$ cat src/include/bct_defines.vh
// Functional notes
// - after a local transfer drive bus busy inactive on rise, release on next fall
// - single-sample variant: ack alone normal, error means bus error, halt alone retry
// - burst variant: ack alone normal, error alone bus error, both means retry
// - single-sample variant samples termination inputs on local clock rising edge
// - disconnect keeps target ready and stop both active
// - bursts to an i/o mapped image disconnect after first data phase
// - non-posted burst write disconnects once its delayed write completes locally
// - burst read disconnects once the single fetched local transfer completes
// - burst disconnects when the address reaches a 128-byte boundary
// - disconnect when posted-write fifo fills or burst needs non-linear incrementing
// - optional disconnect after eight clocks without target ready; restart prefetch
// - retry drives stop active with target ready inactive, no data moved
// - posted write retried when fifo free entries fall below cacheline setting
// - retry any access while a delayed transaction is in progress
// - retry burst read until its local read has terminated
// - retry writes while any read in either channel is incomplete
// - abort drives stop active with devsel inactive, ending cleanly
// - delayed cycles retried until local normal or error; then complete or abort
// - posted writes complete on pci regardless of local outcome
// - logging on: capture address, code, data, size of failed write, set flag
// - while flag set freeze posted fifo and suspend target channel
// - logging off: drop failed posted write and continue without stalling
// - log interrupt only when enabled; direction bit picks local or pci
`ifndef BCT_DEFINES_VH
`define BCT_DEFINES_VH
`define BCT_FIFO_W        32
`define BCT_FIFO_D        16
`define BCT_FIFO_AW       4
`define BCT_BOUNDARY_BIT  7
`define BCT_PD_WAIT       4'h8
`define BCT_CL_FOUR       5'h04
`define BCT_CL_EIGHT      5'h08
`define BCT_TERM_NONE     2'h0
`define BCT_TERM_NORMAL   2'h1
`define BCT_TERM_BERR     2'h2
`define BCT_TERM_RETRY    2'h3
`endif

$ cat src/rtl/bct_fifo.v
`timescale 1ns/100ps
module bct_fifo #(
    parameter W  = 32,
    parameter D  = 16,
    parameter AW = 4
) (
    input  wire          clk,
    input  wire          rst_n,
    input  wire          ce,
    input  wire [W-1:0]  in_data,
    input  wire          in_valid,
    output wire          in_ready,
    output wire [W-1:0]  out_data,
    output wire          out_valid,
    input  wire          out_ready,
    input  wire          drop,
    output wire [AW:0]   level
);
    reg [W-1:0] mem [0:D-1];
    reg [AW:0]  wp;
    reg [AW:0]  rp;
    wire        full  = (wp[AW] != rp[AW]) && (wp[AW-1:0] == rp[AW-1:0]);
    wire        empty = (wp == rp);
    wire        push  = in_valid && !full;
    wire        pop   = (out_ready || drop) && !empty;
    assign in_ready  = !full;
    assign out_valid = !empty;
    assign out_data  = mem[rp[AW-1:0]];
    assign level     = wp - rp;
    always @(posedge clk)
    begin
        if (ce && push)
            mem[wp[AW-1:0]] <= in_data;
    end
    always @(posedge clk or negedge rst_n)
    begin
        if (!rst_n)
        begin
            wp <= {(AW+1){1'b0}};
            rp <= {(AW+1){1'b0}};
        end
        else if (ce)
        begin
            if (push)
                wp <= wp + 1'b1;
            if (pop)
                rp <= rp + 1'b1;
        end
    end
endmodule

$ cat src/rtl/bct_top.v
`timescale 1ns/100ps
`include "bct_defines.vh"
module bct_top (
    input  wire        clk,
    input  wire        rst_n,
    input  wire        ce,
    // pci target side, pci signals active high here
    input  wire        pci_req,
    input  wire        pci_write,
    input  wire        pci_burst,
    input  wire        pci_io_image,
    input  wire        pci_posted_en,
    input  wire        pci_prefetch,
    input  wire        pci_nonlinear,
    input  wire [31:0] pci_addr,
    input  wire [31:0] pci_wdata,
    input  wire [3:0]  pci_tcode,
    input  wire [1:0]  pci_size,
    input  wire        pci_data_phase,
    input  wire        pci_trdy_wait,
    input  wire        read_pending_other,
    input  wire        prefetch_disconnect_enable,
    input  wire        cacheline_size_setting,
    input  wire        burst_variant,
    input  wire        error_log_enable,
    input  wire        error_log_irq_enable,
    input  wire        error_log_irq_direction,
    input  wire        error_flag_clear,
    // local bus, termination and bus busy pins active low
    input  wire        local_bus_clock,
    input  wire        transfer_acknowledge_n,
    input  wire        transfer_error_ack_n,
    input  wire        halt_or_retry_n,
    input  wire        local_done_cycle,
    output reg         bus_busy_grant_ack_o,
    output reg         bus_busy_grant_ack_oe,
    output reg         local_req,
    output reg         local_posted,
    output reg  [31:0] local_addr,
    output reg  [31:0] local_wdata,
    output reg         pci_stop,
    output reg         pci_trdy,
    output reg         pci_devsel,
    output reg         prefetch_restart,
    output reg         error_logged_flag,
    output reg  [31:0] local_error_address,
    output reg  [31:0] local_error_data,
    output reg  [3:0]  local_error_code,
    output reg  [1:0]  local_error_size,
    output reg         irq_local,
    output reg         irq_pci
);
    localparam S_IDLE = 4'h1;
    localparam S_WAIT = 4'h2;
    localparam S_REL  = 4'h4;
    localparam S_OFF  = 4'h8;

    // two-flop synchronisers for the local clock and termination pins
    reg [3:0] s1;
    reg [3:0] s2;
    reg       lclk_d;
    always @(posedge clk or negedge rst_n)
    begin
        if (!rst_n)
        begin
            // clock bit idles low like lclk_d, so no false local edge follows reset
            s1     <= 4'h7;
            s2     <= 4'h7;
            lclk_d <= 1'b0;
        end
        else if (ce)
        begin
            s1     <= {local_bus_clock, transfer_acknowledge_n,
                       transfer_error_ack_n, halt_or_retry_n};
            s2     <= s1;
            lclk_d <= s2[3];
        end
    end
    wire lrise = s2[3] && !lclk_d;
    wire lfall = !s2[3] && lclk_d;
    wire ta    = !s2[2];
    wire tea   = !s2[1];
    wire hr    = !s2[0];

    function [1:0] decode_term;
        input v;
        input a;
        input e;
        input h;
        begin
            if (v)
            begin
                if (a && e)
                    decode_term = `BCT_TERM_RETRY;
                else if (e)
                    decode_term = `BCT_TERM_BERR;
                else if (a)
                    decode_term = `BCT_TERM_NORMAL;
                else
                    decode_term = `BCT_TERM_NONE;
            end
            else
            begin
                if (e)
                    decode_term = `BCT_TERM_BERR;
                else if (a)
                    decode_term = `BCT_TERM_NORMAL;
                else if (h)
                    decode_term = `BCT_TERM_RETRY;
                else
                    decode_term = `BCT_TERM_NONE;
            end
        end
    endfunction
    wire [1:0] term = decode_term(burst_variant, ta, tea, hr);

    // posted write queue
    wire        pw_in_ready;
    wire [31:0] pw_out_data;
    wire        pw_out_valid;
    wire [4:0]  pw_level;
    reg         pw_pop;
    reg         pw_drop;
    wire [4:0]  pw_free = 5'h10 - pw_level;
    wire [4:0]  cl_need = cacheline_size_setting ? `BCT_CL_EIGHT : `BCT_CL_FOUR;
    wire        posting = pci_write && pci_posted_en && !pci_io_image;
    wire        retry_cond;
    // a retried write must not leave its data behind in the queue
    wire        pw_push = pci_req && pci_data_phase && posting && pw_in_ready
                          && !error_logged_flag && !retry_cond;
    bct_fifo #(
        .W  (`BCT_FIFO_W),
        .D  (`BCT_FIFO_D),
        .AW (`BCT_FIFO_AW)
    ) u_pw (
        .clk       (clk),
        .rst_n     (rst_n),
        .ce        (ce),
        .in_data   (pci_wdata),
        .in_valid  (pw_push),
        .in_ready  (pw_in_ready),
        .out_data  (pw_out_data),
        .out_valid (pw_out_valid),
        .out_ready (pw_pop),
        .drop      (pw_drop),
        .level     (pw_level)
    );

    // local master and delayed transaction tracking
    reg [3:0]  st;
    reg        delayed_busy;
    reg        delayed_read;
    reg [1:0]  delayed_result;
    reg        cur_posted;
    reg [3:0]  cur_code;
    reg [1:0]  cur_size;
    reg [3:0]  wait_cnt;
    wire       new_delayed = pci_req && !posting && !delayed_busy && !retry_cond
                             && delayed_result == `BCT_TERM_NONE;
    wire       result_hit  = pci_req && !delayed_busy
                             && delayed_result != `BCT_TERM_NONE;

    assign retry_cond = pci_req && (
        delayed_busy
        || (pci_write && read_pending_other)
        || (posting && !pci_data_phase && pw_free < cl_need)
        || error_logged_flag);

    always @(posedge clk or negedge rst_n)
    begin
        if (!rst_n)
        begin
            st                    <= S_IDLE;
            bus_busy_grant_ack_o  <= 1'b1;
            bus_busy_grant_ack_oe <= 1'b0;
            local_req             <= 1'b0;
            local_posted          <= 1'b0;
            local_addr            <= 32'h00000000;
            local_wdata           <= 32'h00000000;
            delayed_busy          <= 1'b0;
            delayed_read          <= 1'b0;
            delayed_result        <= `BCT_TERM_NONE;
            cur_posted            <= 1'b0;
            cur_code              <= 4'h0;
            cur_size              <= 2'h0;
            pw_pop                <= 1'b0;
            pw_drop               <= 1'b0;
            error_logged_flag     <= 1'b0;
            local_error_address   <= 32'h00000000;
            local_error_data      <= 32'h00000000;
            local_error_code      <= 4'h0;
            local_error_size      <= 2'h0;
        end
        else if (ce)
        begin
            pw_pop  <= 1'b0;
            pw_drop <= 1'b0;
            if (result_hit)
                delayed_result <= `BCT_TERM_NONE;
            // set wins over software clear
            if (error_flag_clear)
                error_logged_flag <= 1'b0;
            case (st)
                S_IDLE:
                begin
                    if (new_delayed)
                    begin
                        st                    <= S_WAIT;
                        delayed_busy          <= 1'b1;
                        delayed_read          <= !pci_write;
                        cur_posted            <= 1'b0;
                        local_posted          <= 1'b0;
                        local_addr            <= pci_addr;
                        local_wdata           <= pci_wdata;
                        local_req             <= 1'b1;
                        bus_busy_grant_ack_o  <= 1'b0;
                        bus_busy_grant_ack_oe <= 1'b1;
                    end
                    else if (pw_out_valid && !error_logged_flag)
                    begin
                        st                    <= S_WAIT;
                        cur_posted            <= 1'b1;
                        local_posted          <= 1'b1;
                        local_addr            <= pci_addr;
                        local_wdata           <= pw_out_data;
                        cur_code              <= pci_tcode;
                        cur_size              <= pci_size;
                        local_req             <= 1'b1;
                        bus_busy_grant_ack_o  <= 1'b0;
                        bus_busy_grant_ack_oe <= 1'b1;
                    end
                end
                S_WAIT:
                begin
                    if (lrise && term != `BCT_TERM_NONE)
                    begin
                        local_req <= 1'b0;
                        if (term == `BCT_TERM_RETRY)
                            local_req <= 1'b1;
                        else
                        begin
                            st                   <= S_REL;
                            bus_busy_grant_ack_o <= 1'b1;
                            if (cur_posted)
                            begin
                                if (term == `BCT_TERM_BERR && error_log_enable)
                                begin
                                    error_logged_flag   <= 1'b1;
                                    local_error_address <= local_addr;
                                    local_error_data    <= local_wdata;
                                    local_error_code    <= cur_code;
                                    local_error_size    <= cur_size;
                                    pw_drop             <= 1'b1;
                                end
                                else
                                    pw_pop <= 1'b1;
                            end
                            else
                            begin
                                delayed_busy   <= 1'b0;
                                delayed_result <= term;
                            end
                        end
                    end
                end
                S_REL:
                begin
                    if (lfall)
                    begin
                        st                    <= S_OFF;
                        bus_busy_grant_ack_oe <= 1'b0;
                    end
                end
                S_OFF:
                    st <= S_IDLE;
                default:
                    st <= S_IDLE;
            endcase
        end
    end

    // pci target terminations
    wire at_boundary = &pci_addr[`BCT_BOUNDARY_BIT-1:2];
    wire disc = pci_burst && (pci_io_image
                || (pci_write && !posting)
                || !pci_write
                || at_boundary
                || (posting && pw_level >= 5'h0F)
                || pci_nonlinear);
    always @(posedge clk or negedge rst_n)
    begin
        if (!rst_n)
        begin
            pci_stop         <= 1'b0;
            pci_trdy         <= 1'b0;
            pci_devsel       <= 1'b0;
            wait_cnt         <= 4'h0;
            prefetch_restart <= 1'b0;
            irq_local        <= 1'b0;
            irq_pci          <= 1'b0;
        end
        else if (ce)
        begin
            pci_stop         <= 1'b0;
            pci_trdy         <= 1'b0;
            pci_devsel       <= 1'b0;
            prefetch_restart <= 1'b0;
            irq_local <= error_logged_flag && error_log_irq_enable
                         && !error_log_irq_direction;
            irq_pci   <= error_logged_flag && error_log_irq_enable
                         && error_log_irq_direction;
            if (pci_req && pci_prefetch && pci_trdy_wait)
                wait_cnt <= (wait_cnt == `BCT_PD_WAIT) ? wait_cnt : wait_cnt + 4'h1;
            else
                wait_cnt <= 4'h0;
            if (pci_req && prefetch_disconnect_enable && pci_prefetch
                && wait_cnt == `BCT_PD_WAIT - 4'h1 && pci_trdy_wait && !error_logged_flag)
            begin
                pci_stop         <= 1'b1;
                pci_trdy         <= 1'b1;
                pci_devsel       <= 1'b1;
                prefetch_restart <= 1'b1;
            end
            else if (result_hit && delayed_result == `BCT_TERM_BERR)
                pci_stop <= 1'b1;
            else if (retry_cond)
            begin
                pci_stop   <= 1'b1;
                pci_devsel <= 1'b1;
            end
            else if (result_hit || (posting && pci_req))
            begin
                pci_trdy   <= 1'b1;
                pci_devsel <= 1'b1;
                pci_stop   <= disc;
            end
            else if (new_delayed)
            begin
                pci_stop   <= 1'b1;
                pci_devsel <= 1'b1;
            end
        end
    end
endmodule

$ cat config.mk
export PLATFORM = sky130hd
export DESIGN_NAME = bct_top
export DESIGN_NICKNAME = d
export VERILOG_FILES = /design/src/rtl/bct_fifo.v /design/src/rtl/bct_top.v
export VERILOG_INCLUDE_DIRS = /design/src /design/src/include
export SDC_FILE = /design/constraint.sdc
export NUM_CORES = 1
export LEC_CHECK = 0
export ABC_CLOCK_PERIOD_IN_PS = 9750
export BUFFER_PORTS_ARGS = -buffer_cell sky130_fd_sc_hd__buf_2
export CAP_MARGIN = 20
export CORE_MARGIN = 1.5
export CORE_UTILIZATION = 64
export CTS_BUF_LIST = sky130_fd_sc_hd__clkbuf_8 sky130_fd_sc_hd__clkbuf_16
export DETAILED_ROUTE_END_ITERATION = 10
export PLACE_DENSITY = 0.85
export SYNTH_ARGS = -nofsm -noshare
export SYNTH_HDL_FRONTEND = slang
export SYNTH_HIERARCHICAL = 1
export SYNTH_SLANG_ARGS = --single-unit
$ cat constraint.sdc
create_clock -name clk -period 9.75 [get_ports clk]
set_input_delay 0.975 -clock clk [delete_from_list [all_inputs] [get_ports clk]]
set_output_delay 0.975 -clock clk [all_outputs]
set_load 0.02 [all_outputs]
==> impl_results.md <==
- Postcts setup bufs: 0
- Clk buf depth: 3
- Worst reg2reg endpoint: u_pw/mem[2][23]$_DFFE_PP_
- Status: completed
- Worst path required time: 9970 ps
- Fmax: 234 MHz
- Drc violations: 0
- Worst Reg2Reg Path Length in Cells: 12
- Die W: 211 um
- Sequential-to-total area share from yosys stat: between 70% and 80%
- Layout cell share with drive strength beyond 1: between 30 and 40%
- Cell Area, Synth: 27700 sq um
- DR iter-0 viols: 1802
- First drt pass iteration count: 6
- PwrDens: around 270 nW/um^2
- Setup_tns: 0 ps
- Total power: roughly 8.7 mW
- Initial Util: between 60% and 70%
- CTS tree: done
- Slew @ Worst Pin: 1110 ps
- Die Ht: 211 um
- Synth Area per Inst: 17.4 sq um
- IO Pins: 240
- CP startpoint kind: flop
- Dpl cells: 2359
- Dpl hpwl: 35200 um
- Core ar.: 42900 sq um
- Post-CTS sizing: 0
- Synth Warn #: 6
- Leading area contributor after synthesis: edfxtp_1
- Adder-cell share of the synthesized area: 0.614%
- Post-synth top cells: edfxtp_1, dfrtp_1, mux2i_1, mux2_2, a221oi_1
- H-tree depth: 3
- Vias in the first global route: 16674
- Hold WC Path Type: flop to flop
- Synth top area share: 55.5%
- Critical path startpoint: u_pw/rp[2]$_DFFE_PN0P_
- Die outline area: 44600 sq um
- I/O Buffers: between 200 and 250
- Unrepaired setup endpoints after global routing: no
- Final worst path period share: between 40% and 50%
- Hold buffers post-CTS: 0
- Vias: 16181
- Worst-Skew Late Latency: ~610 ps
- XOR/XNOR Fraction of Synth Area: 0.505%
- Final #Nets: 1955
- Crit Path Max Fanout: 37
- Fin cells: between 2000 and 2500
- Max IR drop VDD: 0.217 mV
- Max-cap viol count: 0
- Fin util: 74.0%
- Simple-gate area share of the yosys netlist: under 10%
- Via-per-instance ratio: between 6 and 7
- CTS clk-pin slew, worst paths: 60 ps
- Setup Viol. Count Final: 0
- Fin. Hold Viols: 0
- Drt wl/cell: 26.0 um
- Min Tclk post-route: 4280 ps
- Crit end category: flop
- Gate count of the mapped netlist: 1595
- DRT Wirelength: about 65000 um
- Library cells used by synthesis: slightly above 60
- Leakage dissipation: 12.2 nW
- Area fraction in compound gates after synthesis: 5.82%
- First-pass GRT wire length: 97700 um
- Asr flop ratio synth: 26.3%
- Slew Limit Fails: 0
- Root Buffer: clkbuf_16
- Area growth syn-to-layout: 14.5%
- CTS Buf Count: 68
- Max_slew headroom: 26.3%
- Dpl ws: 5380 ps
- Fill cell count: ~2400
- Congestion Overflow GR: 0
- Reg2reg setup slack: 5470 ps
- CTS Sinks: 695
- Gpl congestion: 0.836
- Critical path class: flop to flop
- Net Count, Synth: 1703
- Largest family of logic cells by synthesized area: multiplexers
- Worst setup margin: 5470 ps
- Global router's overall resource usage: around 29%
- Number of flops mapped to enable cells by yosys: 512
- Standard-cell rows: 76
- Top post-synthesis cells by area: edfxtp_1, dfrtp_1, mux2_2, mux4_2, mux2i_1
- Post-route ant nets: 0
- Antenna violations before repair: 4
- #FFs+latches synth: 695
- Largest net degree at the start of global routing: 109
- Mux contribution to synthesized area: 14.7%
- CP endpoint: u_pw/mem[2][23]$_DFFE_PP_
- RR Startpoint: u_pw/rp[2]$_DFFE_PN0P_
- Most common cell in the netlist: edfxtp_1
- Ys flop type: edfxtp_1
- Crit path DAT: 4500 ps
- Clk_skew: 32.3 ps
[kinds of logic after synthesis]
logic type,count (synthesis)
simple gates,203
xor+xnor,16
fa+ha+maj,13
mux,311
flops,695
compound gates,214
buf+inv,143
[through the flow]
step / hold slack [ps] / cell area, sq um
floorplan: 473 / 27700
global placement: 460 / 29500
detailed placement: 464 / 29500
CTS: 477 / 31600
global route: 496 / 31700
finish: 473 / 31700
[worst max-delay path, stage by stage, from the launching register on]
cell	delay, ps
dfrtp_1	330
buf_4	450
inv_1	90
ha_1	350
and4_1	270
nand2_1	80
nand2_1	50
nor2_1	80
nand2_1	70
a21oi_2	370
nand2_1	330
nor3_2	860
buf_4	580
[worst min path at each step]
stage                                            start                      endpoint  slack (ps)  cells past startpoint
after global placement    prefetch_restart$_DFFE_PN0P_  prefetch_restart$_DFFE_PN0P_         460                      1
after CTS                 prefetch_restart$_DFFE_PN0P_  prefetch_restart$_DFFE_PN0P_         480                      1
after detailed placement  prefetch_restart$_DFFE_PN0P_  prefetch_restart$_DFFE_PN0P_         460                      1
after global routing      prefetch_restart$_DFFE_PN0P_  prefetch_restart$_DFFE_PN0P_         500                      1
final                     prefetch_restart$_DFFE_PN0P_  prefetch_restart$_DFFE_PN0P_         470                      1
after floorplan                      st[0]$_DFFE_PN1P_             st[0]$_DFFE_PN1P_         470                      2
[final cells by class]
type | instances | area [sq um] | area share, %
antenna | 3 | 7.51 | 0.0237
inverter | 54 | 203 | 0.639
multi-input combinational | 757 | 7130 | 22.5
clock buffer | 78 | 1860 | 5.87
clock inverter | 47 | 315 | 0.993
tap | 585 | 732 | 2.31
timing repair buffer | 271 | 1520 | 4.79
sequential | 695 | 20000 | 62.9
[flip-flops by register name (all words and copies together), names as in the netlist, 2 cells and up]
register and cells:
local_error_data 32, u_pw/wp 5, s2 4, wait_cnt 4, st 4, u_pw/rp 5, delayed_result 2, s1 4
cur_size 2, local_error_size 2, local_addr 32, local_error_address 32, u_pw/mem 512, local_error_code 4, cur_code 4, local_wdata 32
[per-layer routing]
metal  GRT usage [%]  up-vias  part of all wire, %
li1                -     6807                    -
met1            37.4     8213                   37
met2            48.4      984                   50
met3            7.23      175                  9.9
met4            13.4        2                  3.9
met5               0        -                0.019
[cell usage in the layout (no fill, tap or decap), types with 4 or more instances in the layout]
master and instances:
buf_2 237, nand4_1 6, clkbuf_8 9, mux2_2 117, clkbuf_16 70, xor2_1 4, mux2i_1 130, nor2_4 11
edfxtp_1 512, nor2b_1 5, nor2_1 42, dfstp_2 8, mux4_2 58, mux4_1 6, ha_1 12, nor3_2 5
a22oi_1 32, clkinv_2 13, nand3_1 9, dfrtp_1 173, nand2b_1 4, nor3_1 33, nand2_1 61, a21o_1 5
inv_1 68, a21oi_1 9, o21ai_0 47, clkinv_1 10, buf_4 29, a221oi_1 98, inv_6 4, xnor2_1 12
[power breakdown]
group | leakage, nW | internal [mW] | total (mW) | switching (mW)
combinational | 4.21 | 1.01 | 2.43 | 1.42
clock | 1.14 | 1.45 | 2.54 | 1.09
sequential | 6.88 | 3.46 | 3.69 | 0.229
total | 12.2 | 5.92 | 8.66 | 2.74
Note: power is estimated with default switching activity, not from simulation.
